--- src/pkg/timer_e_regs.vh ---
/*
 register offsets, reset values, field positions and prescaler bit positions
 for the timer e square wave unit. included by the apb register block.
*/
`ifndef TIMER_E_REGS_VH
`define TIMER_E_REGS_VH
`define OFS_MODE 12'h000
`define OFS_COUNT 12'h004
`define OFS_PIN_MODE 12'h008
`define OFS_IRQ_CTRL 12'h00c
`define RST_MODE 8'h78
`define RST_COUNT 8'h00
`define RST_RELOAD 8'h00
`define RST_PIN_MODE 8'h0f
`define MODE_RSVD 8'h78
`define PIN_RSVD 8'h0f
`define BIT_RELOAD_MODE 7
`define BIT_OUT_SEL 7
`define BIT_OUT_ON 6
`define BIT_FIXED_RATE 5
`define BIT_VAR_RATE 4
`define BIT_FLAG 0
`define BIT_ENABLE 1
`define BIT_EXT_SEL 2
`define PRESCALE_W 13
`define FIXED_SLOW_BIT 10
`define FIXED_FAST_BIT 9
`endif

--- src/verilog/timer_e_square_wave_unit.v ---
/*
 timer e square wave unit: 8-bit prescaled up-counter, interval and
 auto-reload modes, overflow flag with enable, square wave pin logic.
 assumes an apb master on pclk; the pin input arrives asynchronously.
*/
// Decided for this implementation: the placing of the registers and register access over APB.
// Overview of operation
// - pin mode register resets to 0x0f, upper four control bits clear.
// - low four pin mode bits read as ones, writes ignored.
// - external interrupt select 1 makes the pin an interrupt input.
// - both selects zero leave the pin as general-purpose port bit.
// - fixed wave is clock/2048, or clock/1024 with fixed-rate bit.
// - variable mode toggles the pin level at each counter overflow.
// - square wave has equal high and low times in both modes.
// - reload mode bit zero runs counter as free interval timer.
// - after reset counter is zero, interval mode, counting at once.
// - counter advances on one of eight prescaler taps.
// - overflow after 0xff sets flag; interrupt only when enabled.
// - interval mode wraps the counter to zero at overflow.
// - interval mode reload write also loads the counter.
// - reload mode loads reload value into counter at overflow.
// - reload mode write of reload value initialises the counter.
// - reload period is 256 minus reload value input pulses.
// - flag stays set on acceptance; software clears it.
// - toggle output period is two overflow periods.
// - clock codes 0..7 select 8192,4096,2048,512,256,128,32,8.
// - counter read and reload write share one address.
// - mode register resets to interval, slowest clock, ones reserved.
`timescale 1ns/1ps
`include "timer_e_regs.vh"

module timer_e_square_wave_unit (
  input wire pclk,
  input wire presetn,
  input wire psel,
  input wire penable,
  input wire pwrite,
  input wire [11:0] paddr,
  input wire [31:0] pwdata,
  output reg [31:0] prdata,
  output reg pready,
  output reg pslverr,
  input wire port1_bit5_in,
  input wire port1_bit5_out_data,
  input wire port1_bit5_dir_out,
  output reg timer_wave_out_pin_o,
  output reg timer_wave_out_pin_oe_n,
  output reg external_interrupt_pin_level,
  output reg irq_o
);

  reg [7:0] mode_ff;
  reg [7:0] count_ff;
  reg [7:0] reload_ff;
  reg [3:0] pin_mode_ff;
  reg flag_ff;
  reg enable_ff;
  reg ext_sel_ff;
  reg [`PRESCALE_W-1:0] prescale_ff;
  reg [`PRESCALE_W-1:0] prescale_q_ff;
  reg toggle_ff;
  reg pin_sync1_ff;
  reg pin_sync2_ff;

  reg [7:0] nxt_count;
  reg nxt_flag;
  reg nxt_toggle;
  reg [31:0] nxt_prdata;
  reg nxt_pin;
  reg nxt_oe_n;
  reg [7:0] nxt_mode;
  reg [7:0] nxt_reload;
  reg [3:0] nxt_pin_mode;
  reg nxt_enable;
  reg nxt_ext_sel;
  reg nxt_pready;
  reg nxt_pslverr;
  reg nxt_ext_level;
  reg nxt_irq;
  reg sel_mode;
  reg sel_count;
  reg sel_pin;
  reg sel_ctrl;
  wire [`PRESCALE_W-1:0] bit_rise;

  // only the upper nibble of the pin mode register is storage
  localparam [7:0] PIN_MODE_RESET = `RST_PIN_MODE;

  wire access = psel & penable;
  // writes act on the first access edge only, not again while ready
  wire wr = access & pwrite & ~pready;

  // address decode shared by read and write paths
  function addr_hit;
    input [11:0] a;
    input [11:0] ofs;
    begin
      addr_hit = (a == ofs);
    end
  endfunction

  // tap bit whose rising edge marks one divided clock period
  function [3:0] tap_bit;
    input [2:0] sel;
    begin
      case (sel)
        3'h0: tap_bit = 4'hc;
        3'h1: tap_bit = 4'hb;
        3'h2: tap_bit = 4'ha;
        3'h3: tap_bit = 4'h8;
        3'h4: tap_bit = 4'h7;
        3'h5: tap_bit = 4'h6;
        3'h6: tap_bit = 4'h4;
        default: tap_bit = 4'h2;
      endcase
    end
  endfunction

  // address decode for both paths; the chain keeps it one-hot
  always @* begin
    sel_mode = 1'b0;
    sel_count = 1'b0;
    sel_pin = 1'b0;
    sel_ctrl = 1'b0;
    if (addr_hit(paddr, `OFS_MODE)) begin
      sel_mode = 1'b1;
    end else if (addr_hit(paddr, `OFS_COUNT)) begin
      sel_count = 1'b1;
    end else if (addr_hit(paddr, `OFS_PIN_MODE)) begin
      sel_pin = 1'b1;
    end else if (addr_hit(paddr, `OFS_IRQ_CTRL)) begin
      sel_ctrl = 1'b1;
    end
  end

  // one rising-edge detector per divider bit
  genvar k;
  generate
    for (k = 0; k < `PRESCALE_W; k = k + 1) begin : g_rise
      assign bit_rise[k] = prescale_ff[k] & ~prescale_q_ff[k];
    end
  endgenerate

  wire [3:0] tap = tap_bit(mode_ff[2:0]);
  // rising edge of a divider bit: one pulse per 2^(tap+1) clocks
  wire tick = bit_rise[tap];
  wire ovf = tick & (count_ff == 8'hff);
  wire reload_mode = mode_ff[`BIT_RELOAD_MODE];
  wire reload_wr = wr & sel_count;
  wire out_sel = pin_mode_ff[`BIT_OUT_SEL-4];
  wire out_on = pin_mode_ff[`BIT_OUT_ON-4];
  wire fixed_fast = pin_mode_ff[`BIT_FIXED_RATE-4];
  wire var_rate = pin_mode_ff[`BIT_VAR_RATE-4];
  wire flag_clr = wr & sel_ctrl & ~pwdata[`BIT_FLAG];
  wire mapped = sel_mode | sel_count | sel_pin | sel_ctrl;

  // free-running prescaler, never stopped
  always @(posedge pclk or negedge presetn) begin
    if (!presetn) begin
      prescale_ff <= {`PRESCALE_W{1'b0}};
      prescale_q_ff <= {`PRESCALE_W{1'b0}};
    end else begin
      prescale_ff <= prescale_ff + {{(`PRESCALE_W-1){1'b0}}, 1'b1};
      prescale_q_ff <= prescale_ff;
    end
  end

  always @* begin
    nxt_count = count_ff;
    if (reload_wr) begin
      nxt_count = pwdata[7:0];
    end else if (ovf) begin
      if (reload_mode) begin
        nxt_count = reload_ff;
      end else begin
        nxt_count = 8'h00;
      end
    end else if (tick) begin
      nxt_count = count_ff + 8'h01;
    end
  end

  // a set in the same cycle as a clear wins
  always @* begin
    nxt_flag = flag_ff;
    if (flag_clr) begin
      nxt_flag = 1'b0;
    end
    if (ovf) begin
      nxt_flag = 1'b1;
    end
  end

  always @* begin
    nxt_toggle = toggle_ff;
    if (!(out_sel && out_on)) begin
      nxt_toggle = 1'b0;
    end else if (ovf) begin
      nxt_toggle = ~toggle_ff;
    end
  end

  // pin function; the interrupt select overrides everything
  always @* begin
    nxt_pin = 1'b0;
    nxt_oe_n = 1'b1;
    if (ext_sel_ff) begin
      nxt_oe_n = 1'b1;
    end else if (!out_sel) begin
      nxt_pin = port1_bit5_out_data;
      nxt_oe_n = ~port1_bit5_dir_out;
    end else if (!out_on) begin
      nxt_oe_n = 1'b0;
    end else if (var_rate) begin
      nxt_pin = toggle_ff;
      nxt_oe_n = 1'b0;
    end else begin
      // a single divider bit is a 50% wave by construction
      nxt_oe_n = 1'b0;
      if (fixed_fast) begin
        nxt_pin = prescale_ff[`FIXED_FAST_BIT];
      end else begin
        nxt_pin = prescale_ff[`FIXED_SLOW_BIT];
      end
    end
  end

  always @* begin
    nxt_prdata = 32'h00000000;
    if (sel_mode) begin
      nxt_prdata[7:0] = mode_ff | `MODE_RSVD;
    end else if (sel_count) begin
      nxt_prdata[7:0] = count_ff;
    end else if (sel_pin) begin
      nxt_prdata[7:0] = {pin_mode_ff, 4'h0} | `PIN_RSVD;
    end else if (sel_ctrl) begin
      nxt_prdata[2:0] = {ext_sel_ff, enable_ff, flag_ff};
    end
  end

  // reserved bits are rebuilt here, never stored from the bus
  always @* begin
    nxt_mode = mode_ff;
    nxt_reload = reload_ff;
    nxt_pin_mode = pin_mode_ff;
    nxt_enable = enable_ff;
    nxt_ext_sel = ext_sel_ff;
    if (wr) begin
      if (sel_mode) begin
        nxt_mode = {pwdata[7], 4'h0, pwdata[2:0]} | `MODE_RSVD;
      end else if (sel_count) begin
        nxt_reload = pwdata[7:0];
      end else if (sel_pin) begin
        nxt_pin_mode = pwdata[7:4];
      end else if (sel_ctrl) begin
        nxt_enable = pwdata[`BIT_ENABLE];
        nxt_ext_sel = pwdata[`BIT_EXT_SEL];
      end
    end
  end

  // one wait state: setup, access, ready in the following cycle
  always @* begin
    nxt_pready = access & ~pready;
    nxt_pslverr = access & ~pready & ~mapped;
    // interrupt pin level only when the pin is in that role
    nxt_ext_level = ext_sel_ff & pin_sync2_ff;
    nxt_irq = nxt_flag & enable_ff;
  end

  // first count comes on the first rise of the selected tap after release
  always @(posedge pclk or negedge presetn) begin
    if (!presetn) begin
      count_ff <= `RST_COUNT;
    end else begin
      count_ff <= nxt_count;
    end
  end

  always @(posedge pclk or negedge presetn) begin
    if (!presetn) begin
      flag_ff <= 1'b0;
    end else begin
      flag_ff <= nxt_flag;
    end
  end

  always @(posedge pclk or negedge presetn) begin
    if (!presetn) begin
      toggle_ff <= 1'b0;
    end else begin
      toggle_ff <= nxt_toggle;
    end
  end

  always @(posedge pclk or negedge presetn) begin
    if (!presetn) begin
      mode_ff <= `RST_MODE;
    end else begin
      mode_ff <= nxt_mode;
    end
  end

  always @(posedge pclk or negedge presetn) begin
    if (!presetn) begin
      reload_ff <= `RST_RELOAD;
    end else begin
      reload_ff <= nxt_reload;
    end
  end

  always @(posedge pclk or negedge presetn) begin
    if (!presetn) begin
      pin_mode_ff <= PIN_MODE_RESET[7:4];
    end else begin
      pin_mode_ff <= nxt_pin_mode;
    end
  end

  always @(posedge pclk or negedge presetn) begin
    if (!presetn) begin
      enable_ff <= 1'b0;
      ext_sel_ff <= 1'b0;
    end else begin
      enable_ff <= nxt_enable;
      ext_sel_ff <= nxt_ext_sel;
    end
  end

  always @(posedge pclk or negedge presetn) begin
    if (!presetn) begin
      prdata <= 32'h00000000;
      pready <= 1'b0;
      pslverr <= 1'b0;
    end else begin
      prdata <= nxt_prdata;
      pready <= nxt_pready;
      pslverr <= nxt_pslverr;
    end
  end

  // only the second flop feeds logic; the first may go metastable
  always @(posedge pclk or negedge presetn) begin
    if (!presetn) begin
      pin_sync1_ff <= 1'b0;
      pin_sync2_ff <= 1'b0;
    end else begin
      pin_sync1_ff <= port1_bit5_in;
      pin_sync2_ff <= pin_sync1_ff;
    end
  end

  // pin released after reset until software picks a role
  always @(posedge pclk or negedge presetn) begin
    if (!presetn) begin
      timer_wave_out_pin_o <= 1'b0;
      timer_wave_out_pin_oe_n <= 1'b1;
    end else begin
      timer_wave_out_pin_o <= nxt_pin;
      timer_wave_out_pin_oe_n <= nxt_oe_n;
    end
  end

  always @(posedge pclk or negedge presetn) begin
    if (!presetn) begin
      external_interrupt_pin_level <= 1'b0;
    end else begin
      external_interrupt_pin_level <= nxt_ext_level;
    end
  end

  always @(posedge pclk or negedge presetn) begin
    if (!presetn) begin
      irq_o <= 1'b0;
    end else begin
      irq_o <= nxt_irq;
    end
  end

endmodule // timer_e_square_wave_unit

--- config.mk ---
export PLATFORM = sky130hd
export DESIGN_NAME = timer_e_square_wave_unit
export DESIGN_NICKNAME = d
export VERILOG_FILES = /design/src/verilog/timer_e_square_wave_unit.v
export VERILOG_INCLUDE_DIRS = /design/src /design/src/pkg
export SDC_FILE = /design/constraint.sdc
export NUM_CORES = 1
export LEC_CHECK = 0
export ABC_AREA = 1
export BUFFER_PORTS_ARGS = -buffer_cell sky130_fd_sc_hd__buf_2
export CORE_MARGIN = 2
export CORE_UTILIZATION = 56
export DETAILED_ROUTE_END_ITERATION = 8
export MAX_ROUTING_LAYER = met4
export PLACE_DENSITY = 0.85
export SKIP_CTS_REPAIR_TIMING = 1
export SLEW_MARGIN = 20
export SYNTH_ARGS = -nofsm -noshare
export SYNTH_HDL_FRONTEND = slang
export SYNTH_SLANG_ARGS = --single-unit
--- constraint.sdc ---
create_clock -name pclk -period 4.2 [get_ports pclk]
set_input_delay 0.84 -clock pclk [delete_from_list [all_inputs] [get_ports pclk]]
set_output_delay 0.84 -clock pclk [all_outputs]
set_load 0.01 [all_outputs]
Word level (Yosys, flattened, before mapping)
Cells that the tools add are included.
{ "totals": {"ff_bits": 70, "output_inout_bits": 38, "inputBits": 52} }
{ "op_classes": {"reduce_logical": 8, "eq_ne": 11, "mux": 33, "bitwise": 48, "n_addsub": 2, "n_lt_le_gt_ge": 1} }
{ "ops": {"columns": ["cell", "count"], "rows": [
  ["two-way mux 8 bit", 6],
  ["case mux 4 bit (7 select lines)", 1],
  ["bitwise AND 1 bit", 24],
  ["== test 12 x 4 -> 1 bit (second input constant)", 2],
  ["two-way mux 1 bit", 22],
  ["NOT 1 bit", 21],
  ["adder 13 x 1 -> 13 bit (second input constant)", 1],
  ["== test 12 x 3 -> 1 bit (second input constant)", 1],
  ["logical NOT 12 bit", 1],
  ["== test 3 bit (second input constant)", 3],
  ["adder 8 x 1 -> 8 bit (second input constant)", 1],
  ["== test 8 bit (second input constant)", 1],
  ["== test 3 x 2 -> 1 bit (second input constant)", 2],
  ["two-way mux 3 bit", 2],
  ["< comparator 4 x 5 -> 1 bit (second input constant)", 1],
  ["two-way mux 5 bit", 1],
  ["AND reduction 5 bit", 1],
  ["binary-select mux 1 bit (select 4 bit)", 1],
  ["AND reduction 4 bit", 1],
  ["== test 3 x 1 -> 1 bit (second input constant)", 1],
  ["logical NOT 3 bit", 1],
  ["bitwise OR 1 bit", 3],
  ["AND reduction 3 bit", 1],
  ["nonzero test 3 bit", 1],
  ["3 further kinds", 3]
]} }

Depth between registers and ports, before layout
{ "depth": {"depth_word": 10, "ltp_mapped": 11} }

Worst setup path after synthesis
Ideal clock, no wire load.
{ "synth_path": {"path_kind": "input to register", "startpoint": "in paddr[1]", "endpoint": "reg pin_mode_ff[2]", "path_stages": 6, "setup_time_ps": 125, "t_arrival_ps": 1820, "n_path_buf": 0, "path_slack_ps": 2255, "t_required_ps": 4075, "path_cell_list": "or2_1 > nor2_2 > nand3_2 > inv_2 > nand2_2 > mux2_4"} }
{ "synth_between": {"elab_chain_len": 5, "word_cells_on_any_way": 12, "classes_between": "2 x eq/ne; 6 x mux; 2 x bitwise; 2 x reduce/logical"} }
{ "synth_rtl": {"columns": ["item", "line_no", "rtl"], "rows": [
  ["from (decl)", "timer_e_square_wave_unit.v:38", "input wire [11:0] paddr,"],
  ["== test 12 x 4 -> 1 bit or == test 12 x 3 -> 1 bit (tied branches)", "timer_e_square_wave_unit.v:98", "addr_hit = (a == ofs);"],
  ["two-way mux 1 bit, on equally long branches", "timer_e_square_wave_unit.v:129, timer_e_square_wave_unit.v:127", null],
  ["two-way mux 1 bit, on equally long branches", "timer_e_square_wave_unit.v:127, timer_e_square_wave_unit.v:125", null],
  ["two-way mux 1 bit or NOT 1 bit (tied branches)", null, null],
  ["AND reduction 4 bit (no line) (*)", null, null],
  ["to (signal assigned)", "timer_e_square_wave_unit.v:314", "pin_mode_ff <= PIN_MODE_RESET[7:4];"],
  ["to (signal assigned)", "timer_e_square_wave_unit.v:316", "pin_mode_ff <= nxt_pin_mode;"],
  ["to (decl)", "timer_e_square_wave_unit.v:55", "reg [3:0] pin_mode_ff;"]
]} }
Mark *: on every way between the ends. The rest lies on a longest branch, timed or not.
A chain may end at the register's enable or synchronous reset.

Worst setup path after layout
{ "layout_path": {"startpoint": "in paddr[1]", "endpoint": "reg mode_ff[7]"} }
{ "layout_between": {"elab_chain_len": 3} }
{ "layout_rtl": {"columns": ["item", "line_no", "rtl"], "rows": [
  ["logical NOT 12 bit", "timer_e_square_wave_unit.v:98", null],
  ["two-way mux 1 bit", "timer_e_square_wave_unit.v:125", "if (addr_hit(paddr, `OFS_MODE)) begin"],
  ["AND reduction 2 bit (no line)", null, null],
  ["to (signal assigned)", "timer_e_square_wave_unit.v:298", "mode_ff <= `RST_MODE;"],
  ["to (signal assigned)", "timer_e_square_wave_unit.v:300", "mode_ff <= nxt_mode;"],
  ["to (decl)", "timer_e_square_wave_unit.v:52", "reg [7:0] mode_ff;"]
]} }
Every way passes these cells.

==> results.toml <==
[run]
cap_viol_max_count = 0

[die]
coreArea_mm2 = 0.00551
dieArea_mm2 = 0.00631
die_y_um = 79.4
start_util_pct = 57.8
rows = 27
die_w_um = 79.4
io_pins = 90

[status]
status = "finished clean"

[clocking]
cts_sinks = 65
cts.clk_slew.worst_paths_ps = 60
clock_latency_ps = 350
tritoncts = "built"
cts_made_buffers = 9
htree_levels = 3
clockBufferDepth = 2
clockRootBuffer = "clkbuf_8"

[sta]
slew_headroom_pct = 41.0
final.setup.tns_ps = 0
skew_ps = 5.06
finalCriticalPeriod_ps = 1960
finalHoldViolCount = 0
clock.fmax_mhz = 511
setup_violations = 0
fin_crit_sh_pct = 46.6
rsz0062_at_grt = "no"
drv_slew = 0
tightest_slew_ps = 885

[worst_setup_path]
crit_end = "mode_ff[7]"
end_kind = "register"
critPathKind = "input port to register"
cp-startpoint = "paddr[1]"
crit_path_start_kind = "input port"
r2r-end = "count_ff[2]"
cp.arrival_ps = 2200
rrSetupSlack_ps = 2430
critPathMaxFanout = 14
critPathRequiredTime_ps = 4440
rr_worst_depth = 9
rr_startpoint = "count_ff[0]"

[cells_and_area]
layout_commonest_cell = "nand2_1"
final_cell_mix = "nand2_1 (76), dfrtp_1 (64), buf_2 (41)"
diodes = 0
fin_util_pct = 64.3
fin_area_mm2 = 0.00354
area_delta_synth_final_pct = 11.3
nNetsFinal = 450
drive_gt1_share_pct = 22.3

[synthesis]
async_flop_share_pct = 100
yosysUniqueCellTypes = 41
synth_seq_cells = 65
synth_edf_count = 0
ys_warn_count = 0
synth.avg_cell_area_um2 = 9.18
synthCells = 347
synthFlopType = "dfrtp_1"
ys_seq_area_share_pct = 51.1
synth_area_mm2 = 0.00318

[grt]
grt_max_degree = 41
grt_pass1_vias = 2265
grt_pass1_wl_um = 10500
grt_usage_pct = 23.0
grt-ovfl-total = 0
antenna_found_initial = 0

[pwr]
leakagePower_nw = 1.84
p_per_area_mw_per_mm2 = 331
irDropWorstVdd_mv = 0.174

[detailed_routing]
drt-total-wl_um = 6330
postRouteAntennaNets = 0
wl_met1_um = 2660
via_per_inst = 5.19
wl_met2_um = 3150
routedWlPerCell_um = 13.4
top_layer = "met4"
drc = 0
dr.pass1.iters = 7
met3WireLength_um = 373
dr_total_vias = 2452
drt-initial-drc-count = 182

[placement]
io_buffers = 41
dpl_cell_area_mm2 = 0.00338
hpwl_um = 4720
place.gp.congestion = 0.913

[worst_hold_path]
worstHoldPathType = "register to register"
cell usage after synthesis (3+ instances only):
cell      number  share of area (%)
nand2_1       76                9.0
a22oi_1        4               0.94
nand3_2        3               0.94
o21a_1         4               0.94
nand3_1       29                4.6
nand4_1        3               0.59
dfrtp_1       64                 50
nor2_1        19                2.2
nor2_2         4               0.79
a21oi_1        5               0.79
o211ai_1       4               0.94
buf_4         24                5.7
o21ai_1        6               0.94
xor2_1        15                4.1
nand2_2        5               0.98
inv_1         32                3.8
inv_2          6               0.71
o21ai_0       13                2.0
worst max-delay path: stages:
cell     delay, ps
buf_2           90
or2_1          290
nor2_4         170
nand3_2        270
nor2_2         330
nand2_1         90
o21a_1         110
where the power goes:
| part | switching, mW | internal (mW) |
|---|---|---|
| clock network | 0.224 | 0.225 |
| logic | 0.0532 | 0.0251 |
| registers | 0.0102 | 0.636 |
stage by stage:
step                      instances  hold WS [ps]  power [mW]  setup WS, ps
after floorplan                 370           331       0.714          2250
after global placement          457           335       0.733          1920
after detailed placement        457           339       0.735          1870
after CTS                       472           354        1.18          2230
after global routing            472           367        1.22          2070
final                           472           353        1.17          2240
logic make-up (layout without fill, tap and decap cells):
kind of cell    count (synthesis)  after routing  share of synthesized area (%)
simple gates                  153            153                           24.0
mux                             1              1                          0.471
buf+inv                        66             96                           10.7
other cells                     1             24                          0.118
fa+ha+maj                       2              2                          0.786
flops                          65             65                           51.1
xor+xnor                       17             17                           4.68
compound gates                 42             42                           8.13
worst min-delay path by stage:
stage                        end         start  cells past startpoint
finish              pin_sync2_ff  pin_sync1_ff                      0
global route        pin_sync2_ff  pin_sync1_ff                      0
CTS                 pin_sync2_ff  pin_sync1_ff                      0
detailed placement  pin_sync2_ff  pin_sync1_ff                      0
global placement    pin_sync2_ff  pin_sync1_ff                      0
floorplan           pin_sync2_ff  pin_sync1_ff                      0
metal layers:
layer / vias to the layer above / GRT usage (%)
li1: 1168 / -
met2: 90 / 36.1
met3: 17 / 5.09
met4: 0 / 13.6
met1: 1177 / 27.3
met5: - / -
layout make-up:
class,instances,area (um2)
inverter,39,148
sequential,65,1630
multi-input combinational,239,1300
clock buffer,12,145
timing repair buffer,42,213
tap,72,90.1
fill,422,1960
clock inverter,3,17.5
sequential cells by signal, summed over array words and instances (netlist names), 4 cells and up:
signal	count
prescale_ff	13
mode_ff	4
reload_ff	8
pin_mode_ff	4
prescale_q_ff	8
prdata	8
count_ff	8
(Power assumes the default switching activity.)
